===== src/verilog/pmon_pkg.sv =====
package pmon_pkg;

    // ----------------------------------------------------------------
    // Register map, word offsets
    // ----------------------------------------------------------------
    localparam logic [5:0] PMON_ADDR_SHUNT = 6'h04;
    localparam logic [5:0] PMON_ADDR_BUS   = 6'h05;
    localparam logic [5:0] PMON_ADDR_TEMP  = 6'h06;
    localparam logic [5:0] PMON_ADDR_CURR  = 6'h07;
    localparam logic [5:0] PMON_ADDR_POWER = 6'h08;
    localparam logic [5:0] PMON_ADDR_DIAG  = 6'h0b;

    // ----------------------------------------------------------------
    // Diagnostic register layout
    // ----------------------------------------------------------------
    localparam int         PMON_CTRL_LSB    = 12;
    localparam int         PMON_CTRL_MSB    = 15;
    localparam int         PMON_OVF_BIT     = 9;
    localparam int         PMON_LIM_LSB     = 2;
    localparam int         PMON_LIM_MSB     = 7;
    localparam int         PMON_READY_ON_ALERT_ENABLE_BIT    = 1;
    localparam int         PMON_MEM_BIT     = 0;
    localparam logic [3:0] PMON_CTRL_RESET  = 4'h0;
    localparam logic       PMON_MEM_RESET   = 1'b1;

    // Control nibble positions (within bits 15..12)
    localparam int         PMON_C_LATCH     = 3;
    localparam int         PMON_C_READY_ON_ALERT_ENABLE_EN   = 2;
    localparam int         PMON_C_SLOW      = 1;
    localparam int         PMON_C_POL       = 0;

    // Limit flag vector positions (flag bit minus two)
    localparam int         PMON_L_TEMP      = 5;
    localparam int         PMON_L_SH_OVER   = 4;
    localparam int         PMON_L_SH_UNDER  = 3;
    localparam int         PMON_L_BUS_OVER  = 2;
    localparam int         PMON_L_BUS_UNDER = 1;
    localparam int         PMON_L_POWER     = 0;

    // Temperature field and power limit scale
    localparam int         PMON_TEMP_LSB    = 4;
    localparam logic [3:0] PMON_TEMP_PAD    = 4'h0;
    localparam logic [7:0] PMON_PWR_PAD     = 8'h00;

    // ----------------------------------------------------------------
    // Carriers
    // ----------------------------------------------------------------
    typedef struct packed {
        logic [15:0] shunt;
        logic [15:0] bus;
        logic [15:0] temp;
        logic [15:0] current;
        logic [23:0] power;
    } pmon_sample_type;

    typedef struct packed {
        logic [15:0] shunt_over;
        logic [15:0] shunt_under;
        logic [15:0] bus_over;
        logic [15:0] bus_under;
        logic [15:0] temp_limit;
        logic [15:0] power_limit;
    } pmon_limit_type;

    typedef struct packed {
        pmon_sample_type res;
        logic [3:0]      ctrl;
        logic [5:0]      lim;
        logic            ready_on_alert_enable;
        logic            ovf;
        logic            mem;
        logic [23:0]     rdata;
        logic            rvalid;
        logic            alert_oe_n;
        logic            alert_out;
    } pmon_state_type;

endpackage : pmon_pkg


===== src/verilog/pmon_alert_drive.sv =====
module pmon_alert_drive (
    input  logic [5:0] lim,
    input  logic       ready_on_alert_enable,
    input  logic       ready_on_alert_enable_en,
    input  logic       polarity,
    output logic       drive_low
);
    import pmon_pkg::*;

    logic active;

    always_comb begin
        active    = (|lim) | (ready_on_alert_enable_en & ready_on_alert_enable);
        // Open drain: inverted polarity pulls low while idle
        drive_low = active ^ polarity;
    end

endmodule : pmon_alert_drive


===== src/verilog/pmon_limit_cmp.sv =====
module pmon_limit_cmp (
    input  pmon_pkg::pmon_sample_type sample,
    input  pmon_pkg::pmon_limit_type  limit,
    output logic [5:0]                cond
);
    import pmon_pkg::*;

    function automatic logic gt_s(input logic [15:0] a, input logic [15:0] b);
        gt_s = $signed(a) > $signed(b);
    endfunction : gt_s

    always_comb begin
        cond                   = '0;
        // Temperature limit sits in the same bit field as the result
        cond[PMON_L_TEMP]      = gt_s(sample.temp, limit.temp_limit);
        cond[PMON_L_SH_OVER]   = gt_s(sample.shunt, limit.shunt_over);
        cond[PMON_L_SH_UNDER]  = gt_s(limit.shunt_under, sample.shunt);
        cond[PMON_L_BUS_OVER]  = sample.bus > limit.bus_over;
        cond[PMON_L_BUS_UNDER] = sample.bus < limit.bus_under;
        // Limit counts in steps of 256 power LSBs
        cond[PMON_L_POWER]     = sample.power > {limit.power_limit, PMON_PWR_PAD};
    end

endmodule : pmon_limit_cmp


===== src/verilog/pmon_results_alert.sv =====
module pmon_results_alert #(
    parameter int ADDR_W = 6
) (
    input  logic                      clk,
    input  logic                      reset_n,
    input  logic                      ce,
    input  logic [ADDR_W-1:0]         reg_addr,
    input  logic                      reg_rd,
    input  logic                      reg_wr,
    input  logic [15:0]               reg_wdata,
    output logic [23:0]               reg_rdata,
    output logic                      reg_rvalid,
    input  logic                      raw_valid,
    input  pmon_pkg::pmon_sample_type raw_sample,
    input  logic                      avg_done,
    input  pmon_pkg::pmon_sample_type avg_sample,
    input  logic                      math_ovf,
    input  logic                      conv_trigger,
    input  logic                      checksum_err,
    input  pmon_pkg::pmon_limit_type  limits,
    output logic                      alert_out,
    output logic                      alert_oe_n
);
    import pmon_pkg::*;

    // ----------------------------------------------------------------
    // Elaboration check
    // ----------------------------------------------------------------
    if (ADDR_W < 6) begin : g_addr_chk
        $error("ADDR_W too narrow for register map");
    end

    // ----------------------------------------------------------------
    // State
    // ----------------------------------------------------------------
    pmon_state_type  q_reg;
    pmon_state_type  q_next;
    pmon_sample_type cmp_sample;
    logic [5:0]      cond;
    logic            cmp_ev;
    logic            diag_rd;
    logic            diag_wr;
    logic            drive_low;

    function automatic logic addr_hit(input logic [ADDR_W-1:0] a, input logic [5:0] off);
        addr_hit = a == ADDR_W'(off);
    endfunction : addr_hit

    // ----------------------------------------------------------------
    // Compare source selection
    // ----------------------------------------------------------------
    always_comb begin
        if (q_reg.ctrl[PMON_C_SLOW]) begin
            cmp_sample = avg_sample;
            cmp_ev     = avg_done;
        end else begin
            cmp_sample = raw_sample;
            cmp_ev     = raw_valid;
        end
        diag_rd = reg_rd && addr_hit(reg_addr, PMON_ADDR_DIAG);
        diag_wr = reg_wr && addr_hit(reg_addr, PMON_ADDR_DIAG);
    end

    pmon_limit_cmp u_cmp (
        .sample (cmp_sample),
        .limit  (limits),
        .cond   (cond)
    );

    pmon_alert_drive u_drive (
        .lim       (q_next.lim),
        .ready_on_alert_enable      (q_next.ready_on_alert_enable),
        .ready_on_alert_enable_en   (q_next.ctrl[PMON_C_READY_ON_ALERT_ENABLE_EN]),
        .polarity  (q_next.ctrl[PMON_C_POL]),
        .drive_low (drive_low)
    );

    // ----------------------------------------------------------------
    // Next state
    // ----------------------------------------------------------------
    always_comb begin
        q_next        = q_reg;
        q_next.rvalid = 1'b0;

        // Results move only once the averaged set is complete
        if (avg_done) begin
            q_next.res.shunt   = avg_sample.shunt;
            // Clamp guards against a stray negative code
            q_next.res.bus     = avg_sample.bus[15] ? '0 : avg_sample.bus;
            q_next.res.temp    = {avg_sample.temp[15:PMON_TEMP_LSB], PMON_TEMP_PAD};
            q_next.res.current = avg_sample.current;
            q_next.res.power   = avg_sample.power;
        end

        // Limit flags
        if (q_reg.ctrl[PMON_C_LATCH]) begin
            if (diag_rd) begin
                q_next.lim = '0;
            end
            if (cmp_ev) begin
                q_next.lim = q_next.lim | cond;
            end
        end else if (cmp_ev) begin
            q_next.lim = cond;
        end

        // Conversion complete: set wins over either clear
        if (conv_trigger || (q_reg.ctrl[PMON_C_LATCH] && diag_rd)) begin
            q_next.ready_on_alert_enable = 1'b0;
        end
        if (avg_done) begin
            q_next.ready_on_alert_enable = 1'b1;
        end

        // Arithmetic overflow
        if (conv_trigger) begin
            q_next.ovf = 1'b0;
        end
        if (math_ovf) begin
            q_next.ovf = 1'b1;
        end

        // Trim status stays low until reset
        if (checksum_err) begin
            q_next.mem = 1'b0;
        end

        // Only the control nibble is writable
        if (diag_wr) begin
            q_next.ctrl = reg_wdata[PMON_CTRL_MSB:PMON_CTRL_LSB];
        end

        // Read data shows values before any read side effect
        if (reg_rd) begin
            q_next.rvalid = 1'b1;
            q_next.rdata  = '0;
            if (addr_hit(reg_addr, PMON_ADDR_SHUNT)) begin
                q_next.rdata[15:0] = q_reg.res.shunt;
            end else if (addr_hit(reg_addr, PMON_ADDR_BUS)) begin
                q_next.rdata[15:0] = q_reg.res.bus;
            end else if (addr_hit(reg_addr, PMON_ADDR_TEMP)) begin
                q_next.rdata[15:0] = q_reg.res.temp;
            end else if (addr_hit(reg_addr, PMON_ADDR_CURR)) begin
                q_next.rdata[15:0] = q_reg.res.current;
            end else if (addr_hit(reg_addr, PMON_ADDR_POWER)) begin
                q_next.rdata = q_reg.res.power;
            end else if (diag_rd) begin
                // Bits 11, 10 and 8 stay zero
                q_next.rdata[PMON_CTRL_MSB:PMON_CTRL_LSB] = q_reg.ctrl;
                q_next.rdata[PMON_OVF_BIT]                = q_reg.ovf;
                q_next.rdata[PMON_LIM_MSB:PMON_LIM_LSB]   = q_reg.lim;
                q_next.rdata[PMON_READY_ON_ALERT_ENABLE_BIT]               = q_reg.ready_on_alert_enable;
                q_next.rdata[PMON_MEM_BIT]                = q_reg.mem;
            end
        end

        // Pin reflects the flags as they will stand next cycle
        q_next.alert_out  = 1'b0;
        q_next.alert_oe_n = ~drive_low;
    end

    always_ff @(posedge clk or negedge reset_n) begin
        if (!reset_n) begin
            q_reg            <= '0;
            q_reg.ctrl       <= PMON_CTRL_RESET;
            q_reg.mem        <= PMON_MEM_RESET;
            q_reg.alert_oe_n <= 1'b1;
        end else if (ce) begin
            q_reg <= q_next;
        end
    end

    always_comb begin
        reg_rdata  = q_reg.rdata;
        reg_rvalid = q_reg.rvalid;
        alert_out  = q_reg.alert_out;
        alert_oe_n = q_reg.alert_oe_n;
    end
endmodule : pmon_results_alert

===== config.mk =====
export PLATFORM = sky130hd
export DESIGN_NAME = pmon_results_alert
export DESIGN_NICKNAME = d
export VERILOG_FILES = /design/src/verilog/pmon_pkg.sv /design/src/verilog/pmon_alert_drive.sv /design/src/verilog/pmon_limit_cmp.sv /design/src/verilog/pmon_results_alert.sv
export SDC_FILE = /design/constraint.sdc
export NUM_CORES = 1
export LEC_CHECK = 0
export BUFFER_PORTS_ARGS = -buffer_cell sky130_fd_sc_hd__buf_2
export CAP_MARGIN = 20
export CORE_ASPECT_RATIO = 1.4
export CORE_MARGIN = 2
export CORE_UTILIZATION = 50
export DETAILED_ROUTE_END_ITERATION = 10
export PLACE_DENSITY = 0.86
export SYNTH_ARGS = -nofsm -noshare
export SYNTH_HDL_FRONTEND = slang
export SYNTH_SLANG_ARGS = --single-unit

===== constraint.sdc =====
create_clock -name clk -period 5.13 [get_ports clk]
set_input_delay 0.513 -clock clk [delete_from_list [all_inputs] [get_ports clk]]
set_output_delay 0.513 -clock clk [all_outputs]
set_load 0.05 [all_outputs]

==> results by group, run 1 <==
Floorplanning
  – # rows: 57
  – Core area: 0.0173 mm²
  – Horiz. Die Dim: 117 µm
  – Io pins: 331
  – Die H: 162 µm
  – Starting density of the core: 51.1%
  – Die ar.: 0.0188 mm²

Yosys
  – Post-synth top area share: 33.9%
  – Yosys reg bits: 122
  – Post-Syn Nets: 1322
  – Asr flop ratio synth: 100%
  – Post-Syn Area: 0.00886 mm²
  – Dominant synthesized flop cell: dfrtp_1
  – Cell taking the most area after synthesis: dfrtp_1
  – Distinct cells, synth: 65
  – Yosys warning count: 0
  – Cell count after synthesis: 923
  – EDFF count, synth: 0
  – Seq/Total Area, Yosys: 34.5%
  – Post-Syn Area per Cell: 9.60 µm²
  – Largest cells by area after synthesis: dfrtp_1, mux2_2, ha_1, inv_1, nand2_1

Layout
  – Core Util, Final: 63.6%
  – Most frequent cells in the layout: buf_2, dfrtp_1, mux2_2
  – P&R area growth vs syn: 24.4%
  – Number of flip-flops in the largest register: 96
  – Nets@finish: 1581
  – Most common cell after layout, fill and taps aside: buf_2
  – Fill count: 1404
  – Layout cells sized above 1: 39.1%

Setup path
  – Crit Path Class: flip-flop to flip-flop
  – Register-to-register setup slack: 1.38 ns
  – Reg2reg end: alert_oe_n$_DFFE_PN1P_
  – Worst reg-to-reg path cell count: 12
  – CP endpoint kind: flip-flop
  – Max stage delay on crit path: 0.94 ns
  – CP Cell Sequence: buf_4, mux2i_1, inv_1, ha_1, nor2b_1, o21a_1, o211ai_1, a21oi_1, a2111oi_0, buf_4, o311ai_0, o211ai_2
  – CP most frequent cell: buf_4
  – Startpoint Class: flip-flop
  – Slowest CP cell: dfrtp_4
  – Crit path max-delay family: compound AO/OA/AOI/OAI gates
  – Critical Path AT: 4.09 ns
  – CP bufs+invs: 3
  – CP Data Required Time: 5.47 ns
  – Worst r2r src: q_reg[37]$_DFFE_PN0P_
  – Worst-path fanout max: 56

GRT
  – First-pass GRT wire length: 40.5 mm
  – Number of global-route vias before repair: 8186
  – Global Route Usage Sum: 28.1%
  – GR Overflow Total: 0
  – Largest net degree at the start of global routing: 69
  – Initial antenna violation count: 2

Timing
  – Hold_ws: 0.200 ns
  – Unrepaired setup endpoints after global routing: false
  – Relative slew slack: 35.1%
  – Max-slew violation count: 0
  – Hold Violations, Final: 0
  – Clk_skew: 0.00904 ns
  – Setup-failing EPs final: 0
  – Max Fclk: 0.266 GHz
  – Worst slew pin tran: 0.970 ns
  – Final Critical Period: 3.75 ns
  – Final WS setup: 1.38 ns
  – Sum Neg Setup Slack: 0 ns
  – Tcrit/Tclk final: 73.2%

Pwr
  – Net switching power: 0.000843 W
  – Combinational Power Share: 21.6%
  – Leakage: 5.65 nW
  – Clock Power Share: 41.4%
  – Power Density: 285 mW/mm²
  – Switch share: 26.8%
  – Peak supply drop: 0.000242 V
  – Int Power: 0.00230 W
  – Sequential share of power: 37.0%

Placement
  – Setup slack at placement: 1.43 ns
  – Post-DP HPWL: 21.3 mm
  – PortBufs: 301
  – Final Wtd Congestion: 0.912

Clock network
  – CTS buffer count: 17
  – Post-CTS setup buffers: 0
  – Clk sinks: 122
  – Worst-path clk slew: 0.05 ns
  – Post_cts resized: 0
  – # hold bufs at CTS: 0
  – Clk Latency, worst-skew pair: 0.41 ns
  – CTS tree: done
  – Max clock buf depth: 2
  – Root Buffer: clkbuf_16
  – H-tree levels: 4

Route
  – Vias per std cell: 5.58
  – First-pass DRT Iterations: 8
  – Remaining DRCs: 0
  – WL/cell: 18.5 µm
  – Initial detailed-routing violation count: 523
  – ANT nets after route: 0
  – Vias: 8008
  – Routed WL: 26.5 mm

Status
  – Status: finished, final reports clean

Min path
  – Worst min path class: primary input to asynchronous set/reset pin

Run
  – Max-cap viol count: 0
==> worst max path at each step <==
stage | start | endpoint | slack (ns) | cells past startpoint
global placement | q_reg[37]$_DFFE_PN0P_ | alert_oe_n$_DFFE_PN1P_ | 1.51 | 11
detailed placement | q_reg[37]$_DFFE_PN0P_ | alert_oe_n$_DFFE_PN1P_ | 1.43 | 12
floorplan | q_reg[37]$_DFFE_PN0P_ | alert_oe_n$_DFFE_PN1P_ | 1.69 | 11
CTS | q_reg[37]$_DFFE_PN0P_ | alert_oe_n$_DFFE_PN1P_ | 1.42 | 12
global route | q_reg[37]$_DFFE_PN0P_ | alert_oe_n$_DFFE_PN1P_ | 1.11 | 12
finish | q_reg[37]$_DFFE_PN0P_ | alert_oe_n$_DFFE_PN1P_ | 1.38 | 12
==> worst reg2reg max path, cell delays in order (launching register included) <==
cell	delay, ns
dfrtp_4	0.94
buf_4	0.49
mux2i_1	0.41
inv_1	0.09
ha_1	0.30
nor2b_1	0.14
o21a_1	0.17
o211ai_1	0.17
a21oi_1	0.09
a2111oi_0	0.35
buf_4	0.20
o311ai_0	0.16
o211ai_2	0.17
==> Yosys cell counts, types with 3 or more instances <==
library cell	instances
nor3_1	3
nand3_1	8
buf_1	11
ha_1	95
o21ai_0	26
o21a_1	6
clkbuf_1	26
o21ai_1	28
a21o_1	12
a211oi_1	5
a21oi_1	45
nand4_1	19
a222oi_1	4
o21bai_1	3
mux2i_1	26
nand2b_1	18
buf_4	25
a31oi_1	4
o211ai_1	6
dfrtp_1	120
or4_1	4
nand2_1	91
mux2_2	118
a22o_1	3
nor2b_1	7
nor2_1	20
inv_1	110
a221oi_1	18
o31ai_1	3
o31a_1	4
o22ai_1	9
buf_2	4
==> layout make-up <==
class,count,area (µm²),share of cell area [%]
tap,236,295,2.68
inverter,111,417,3.78
clock inverter,8,165,1.50
clock buffer,23,478,4.34
antenna,4,10.0,0.0908
sequential,122,3060,27.8
multi-input combinational,624,5050,45.8
timing repair buffer,306,1550,14.0
==> power groups by stage <==
| stage | registers [W] | logic, W | clock network (W) |
|---|---|---|---|
| floorplan | 0.00114 | 0.000439 | 0 |
| global route | 0.00117 | 0.000751 | 0.00136 |
| CTS | 0.00116 | 0.000680 | 0.00132 |
| finish | 0.00116 | 0.000679 | 0.00130 |
| detailed placement | 0.00117 | 0.000675 | 0 |
| global placement | 0.00116 | 0.000646 | 0 |
==> routing by layer <==
metal | track usage (%) | vias to the layer above | part of all wire [%]
li1 | - | 3789 | -
met1 | 31.1 | 3789 | 38
met2 | 49.3 | 334 | 51
met3 | 6.12 | 96 | 6.1
met4 | 15.2 | 0 | 5.3
met5 | 0 | - | 0
==> per-stage QoR <==
step / cells / area (µm²) / total power, W
after global routing: 1432 / 11000 / 0.00328
after global placement: 1399 / 10400 / 0.00181
after floorplan: 923 / 8860 / 0.00158
after detailed placement: 1399 / 10400 / 0.00185
after CTS: 1430 / 11000 / 0.00315
final: 1434 / 11000 / 0.00314
==> cell families after synthesis <==
| group | after synthesis | share of synthesized area [%] |
|---|---|---|
| compound gates | 197 | 14.9 |
| simple gates | 187 | 10.6 |
| buf+inv | 177 | 8.61 |
| mux | 144 | 17.9 |
| flops | 122 | 34.5 |
| fa+ha+maj | 95 | 13.4 |
| other cells | 1 | 0.0423 |
Power figures use the tool's default switching activity.
==> run 2: changes to the inputs <==
Settings changed: CORE_UTILIZATION 50 to 46, PLACE_DENSITY 0.86 to 0.83.
Clock period 5.13 ns to 3.2 ns, I/O delays scaled along.
==> results by group, run 2 (synthesized netlist as in run 1, its figures left out) <==
Min path
  – Hold Path Cell Cnt: 2
  – End of the worst hold path: q_reg[27]$_DFFE_PN1P_
  – Hold path startpoint: checksum_err
  – Worst min path class: primary input to flip-flop

Route
  – Vias per std cell: 5.56
  – WL/cell: 18.9 µm
  – First-pass DRT Iterations: 8
  – ANT nets after route: 0
  – Vias: 8113
  – Initial detailed-routing violation count: 671
  – Routed WL: 27.6 mm
  – Remaining DRCs: 0

Pwr
  – Net switching power: 0.00142 W
  – Combinational Power Share: 24.0%
  – Leakage: 5.73 nW
  – Clock Power Share: 38.3%
  – Switch share: 29.1%
  – Sequential share of power: 37.8%
  – Pwr Total: 0.00489 W
  – Int Power: 0.00347 W
  – Power Density: 434 mW/mm²
  – Peak supply drop: 0.000406 V

Status
  – Status: finished, final reports clean

Floorplanning
  – Io pins: 331
  – Core area: 0.0191 mm²
  – Die H: 168 µm
  – Die ar.: 0.0204 mm²
  – Horiz. Die Dim: 121 µm
  – Starting density of the core: 46.5%
  – # rows: 60

Layout
  – Layout cells sized above 1: 40.6%
  – Design area: 0.0113 mm²
  – Fin cells: 1459
  – P&R area growth vs syn: 27.1%
  – Fill count: 1644
  – Nets@finish: 1594
  – Most common cell after layout, fill and taps aside: buf_2
  – Core Util, Final: 59.1%
  – Most frequent cells in the layout: buf_2, dfrtp_1, mux2_2
  – Number of flip-flops in the largest register: 96

Clock network
  – Clk sinks: 122
  – CTS tree: done
  – CTS buffer count: 17
  – Clk Latency, worst-skew pair: 0.41 ns
  – Root Buffer: clkbuf_16
  – Worst-path clk slew: 0.06 ns
  – Max clock buf depth: 2
  – H-tree levels: 4

Setup path
  – Worst-path fanout max: 11
  – Critical Path AT: 3.45 ns
  – Worst reg-to-reg path cell count: 11
  – Crit Path Class: flip-flop to flip-flop
  – Reg2reg end: alert_oe_n$_DFFE_PN1P_
  – CP endpoint kind: flip-flop
  – Register-to-register setup slack: 0.08 ns
  – Startpoint Class: flip-flop
  – Worst r2r src: q_reg[37]$_DFFE_PN0P_
  – CP Data Required Time: 3.53 ns

Timing
  – Relative slew slack: 50.3%
  – Hold Violations, Final: 0
  – Hold_ws: 0.0716 ns
  – Tcrit/Tclk final: 97.5%
  – Setup-failing EPs final: 0
  – Final Critical Period: 3.12 ns
  – Max-slew violation count: 0
  – Clk_skew: 0.00591 ns
  – Max Fclk: 0.320 GHz
  – Worst slew pin tran: 0.746 ns

GRT
  – Initial antenna violation count: 4
  – Number of global-route vias before repair: 8093
  – Global Route Usage Sum: 25.9%
  – GR Overflow Total: 0
  – First-pass GRT wire length: 40.8 mm
  – Largest net degree at the start of global routing: 99

Placement
  – Final Wtd Congestion: 0.897
  – Placed cells: 1417
  – Placed cell areas: 0.0105 mm²
  – Post-DP HPWL: 21.6 mm
  – PortBufs: 301

Run
  – Max-cap viol count: 0
run 2: changes by cell type in the layout (fill, tap and decap cells not counted), sizes merged:
cell / delta
clkinvlp: +4
buf: +10
clkinv: +3
bufinv: -3
clkbuf: -1
dlygate4sd3: +1
diode: -1
run 2: repair_timing:
action / 4_1_cts / 5_1_grt
cloned: 0 / 2
setup buffers: 0 / 3
hold buffers: 1 / 0
gates resized for setup: 1 / 15
pin swaps: 0 / 8
endpoints found under the setup margin: 1 / 1
endpoints found under the hold margin: 28 / 0
run 2: cell type report:
cell class                 count  area [µm²]  share of cell area [%]
multi-input combinational    624        5130                    45.5
inverter                     111         417                    3.70
clock buffer                  20         457                    4.05
sequential                   122        3060                    27.1
tap                          248         310                    2.75
clock inverter                12         124                    1.10
timing repair buffer         319        1770                    15.7
antenna                        3        7.51                  0.0666
run 2: layer usage:
layer / vias to the layer above / wire length (µm) / global-route usage [%]
met5: - / 10 / 0
met4: 2 / 1530 / 15.0
li1: 3817 / - / -
met3: 110 / 1590 / 5.42
met1: 3835 / 10400 / 29.7
met2: 349 / 14100 / 44.3
run 2: how the worst max path moves through the flow:
stage,from,end,slack (ns),cells past startpoint
finish,q_reg[37]$_DFFE_PN0P_,alert_oe_n$_DFFE_PN1P_,0.08,11
global placement,q_reg[37]$_DFFE_PN0P_,alert_oe_n$_DFFE_PN1P_,0.13,9
floorplan,q_reg[37]$_DFFE_PN0P_,alert_oe_n$_DFFE_PN1P_,0.09,12
detailed placement,q_reg[37]$_DFFE_PN0P_,alert_oe_n$_DFFE_PN1P_,-0.10,9
global route,q_reg[37]$_DFFE_PN0P_,alert_oe_n$_DFFE_PN1P_,-0.03,10
CTS,q_reg[37]$_DFFE_PN0P_,alert_oe_n$_DFFE_PN1P_,0.05,9
run 2: critical path, cell delays in order, from the launching register on:
cell       delay [ns]
dfrtp_4          0.54
buf_6            0.15
clkbuf_16        0.17
mux2_4           0.33
ha_4             0.26
nand2_1          0.05
or4_4            0.53
o21a_1           0.19
o31a_1           0.15
a2111oi_4        0.37
a31o_1           0.21
o211ai_2         0.08
run 2: power groups by stage:
stage	clock network, W	logic, W	registers [W]
after detailed placement	0	0.00111	0.00186
after global routing	0.00197	0.00129	0.00186
after CTS	0.00188	0.00113	0.00184
final	0.00187	0.00117	0.00185
after floorplan	0	0.000705	0.00183
after global placement	0	0.00108	0.00185
run 2: metrics by stage:
step	setup slack [ns]	TNS, ns
2_1_floorplan	0.0931	0
3_3_place_gp	0.133	0
3_5_place_dp	-0.105	-0.105
4_1_cts	0.0485	0
5_1_grt	-0.0345	-0.0345
6_report	0.0795	0
==> run 3: changes to the inputs <==
Settings changed: REMOVE_ABC_BUFFERS set to 1.
==> results by group, run 3 (synthesized netlist as in run 1, its figures left out) <==
Status
  – Status: finished, final reports clean

Placement
  – Setup slack at placement: -0.0740 ns
  – Final Wtd Congestion: 0.881
  – Post-DP HPWL: 21.3 mm
  – PortBufs: 301

Floorplanning
  – Io pins: 331
  – Horiz. Die Dim: 121 µm
  – Core area: 0.0191 mm²
  – Die ar.: 0.0204 mm²
  – Die H: 168 µm
  – Starting density of the core: 46.5%
  – # rows: 60

Min path
  – Worst min path class: primary input to flip-flop

Timing
  – Final WS setup: 0.0412 ns
  – Worst slew pin tran: 0.736 ns
  – Relative slew slack: 50.7%
  – Unrepaired setup endpoints after global routing: true
  – Hold_ws: 0.0684 ns
  – Max-slew violation count: 0
  – Max Fclk: 0.317 GHz
  – Sum Neg Setup Slack: 0 ns
  – Clk_skew: 0.0114 ns
  – Final Critical Period: 3.16 ns
  – Hold Violations, Final: 0
  – Setup-failing EPs final: 0
  – Tcrit/Tclk final: 98.7%

GRT
  – Initial antenna violation count: 4
  – Met3 usage: 4.95%
  – Number of global-route vias before repair: 8108
  – GR Overflow Total: 0
  – First-pass GRT wire length: 40.1 mm
  – M2 GR Usage: 47.4%
  – Largest net degree at the start of global routing: 87
  – Gr busiest metal: met2
  – Grt met1 use: 27.5%
  – Global Route Usage Sum: 25.3%

Layout
  – Nets@finish: 1615
  – Fill count: 1613
  – Number of flip-flops in the largest register: 96
  – Most frequent cells in the layout: buf_2, dfrtp_1, mux2_2
  – Most common cell after layout, fill and taps aside: buf_2
  – Layout cells sized above 1: 41.4%
  – Core Util, Final: 59.4%
  – P&R area growth vs syn: 27.8%

Setup path
  – Max stage delay on crit path: 0.54 ns
  – Critical Path AT: 3.50 ns
  – Slowest CP cell: dfrtp_4
  – CP Data Required Time: 3.54 ns
  – CP endpoint kind: flip-flop
  – Crit Path Class: flip-flop to flip-flop
  – CP bufs+invs: 2
  – CP most frequent cell: or4_4
  – Crit path max-delay family: simple AND/OR/NAND/NOR gates
  – Worst-path fanout max: 6
  – Startpoint Class: flip-flop
  – CP Cell Sequence: buf_12, mux2_2, ha_1, nand4_1, buf_4, or4_4, or4_4, a31oi_4, nand3_2, o211ai_2

Pwr
  – Pwr Total: 0.00482 W
  – Leakage: 5.79 nW
  – Peak supply drop: 0.000329 V
  – Power Density: 426 mW/mm²

Clock network
  – Worst-path clk slew: 0.06 ns
  – CTS buffer count: 17
  – Clk Latency, worst-skew pair: 0.41 ns
  – Max clock buf depth: 2
  – CTS tree: done
  – H-tree levels: 4
  – Root Buffer: clkbuf_16
  – Clk sinks: 122

Route
  – Routed WL: 26.0 mm
  – ANT nets after route: 0
  – Vias per std cell: 5.34
  – Remaining DRCs: 0
  – WL/cell: 17.6 µm
  – Initial detailed-routing violation count: 259
  – First-pass DRT Iterations: 5
  – Vias: 7909

Run
  – Max-cap viol count: 0
-- run 3: changes by cell type in the layout (fill, tap and decap cells not counted), moves of 2 or more --
cell / delta
clkbuf_16: -2
mux2i_2: -2
inv_6: +2
clkinv_2: -2
mux2_4: -2
mux2i_1: +2
buf_4: +24
mux2_2: +2
clkinv_4: +2
-- run 3: layout make-up --
type	count	area, µm²	share of cell area, %
multi-input cells	624	5080	44.9
flip-flops and latches	122	3060	27.0
repair buffers	340	1880	16.6
clock buffers	19	453	4.00
inverters	111	417	3.68
well taps	248	310	2.74
clock inverters	13	119	1.05
diodes	3	7.51	0.0663
-- run 3: stage by stage --
stage / instances / area, µm²
finish: 1480 / 11300
global route: 1478 / 11300
CTS: 1471 / 11200
detailed placement: 1438 / 10600
global placement: 1438 / 10600
floorplan: 857 / 8520
-- run 3: final timing paths --
kind	startpoint	to	slack, ns	cells after the start
min in group asynchronous	reset_n	q_reg[64]$_DFFE_PN0P_	0.52	2
worst min register to register	q_reg[96]$_DFFE_PN0P_	q_reg[96]$_DFFE_PN0P_	0.47	2
worst max-delay path	q_reg[37]$_DFFE_PN0P_	alert_oe_n$_DFFE_PN1P_	0.04	10
worst max register to register	q_reg[37]$_DFFE_PN0P_	alert_oe_n$_DFFE_PN1P_	0.04	10
max in group asynchronous	reset_n	q_reg[37]$_DFFE_PN0P_	1.84	3
worst min-delay path	checksum_err	q_reg[27]$_DFFE_PN1P_	0.07	2
-- run 3: report_power, final --
part           internal [W]  total (W)  switching, W
Sequential          0.00173    0.00184      0.000110
Combinational      0.000569    0.00116      0.000590
Clock               0.00111    0.00183      0.000717
-- run 3: what timing repair did --
item	in CTS	in global routing
endpoints found under the hold margin	25	0
hold buffers	1	0
endpoints found under the setup margin	1	2
setup buffers	0	5
pin swaps	0	2
resized for setup	2	7
-- run 3: layer usage --
layer / wire (µm) / up-vias / share of wire (%)
met4: 934 / 2 / 3.6
met5: 13 / - / 0.050
met2: 13900 / 273 / 53
li1: - / 3848 / -
met3: 1480 / 54 / 5.7
met1: 9740 / 3732 / 37
-- run 3: worst register-to-register path, delay by kind of cell (launching register included) --
kind / cells / cell delay, ns
buffers and inverters: 2 / 0.36
adder cells (fa/ha/maj): 1 / 0.30
multiplexers: 1 / 0.28
flip-flops: 1 / 0.54
AO/OA/AOI/OAI: 2 / 0.40
AND/OR/NAND/NOR: 4 / 1.22
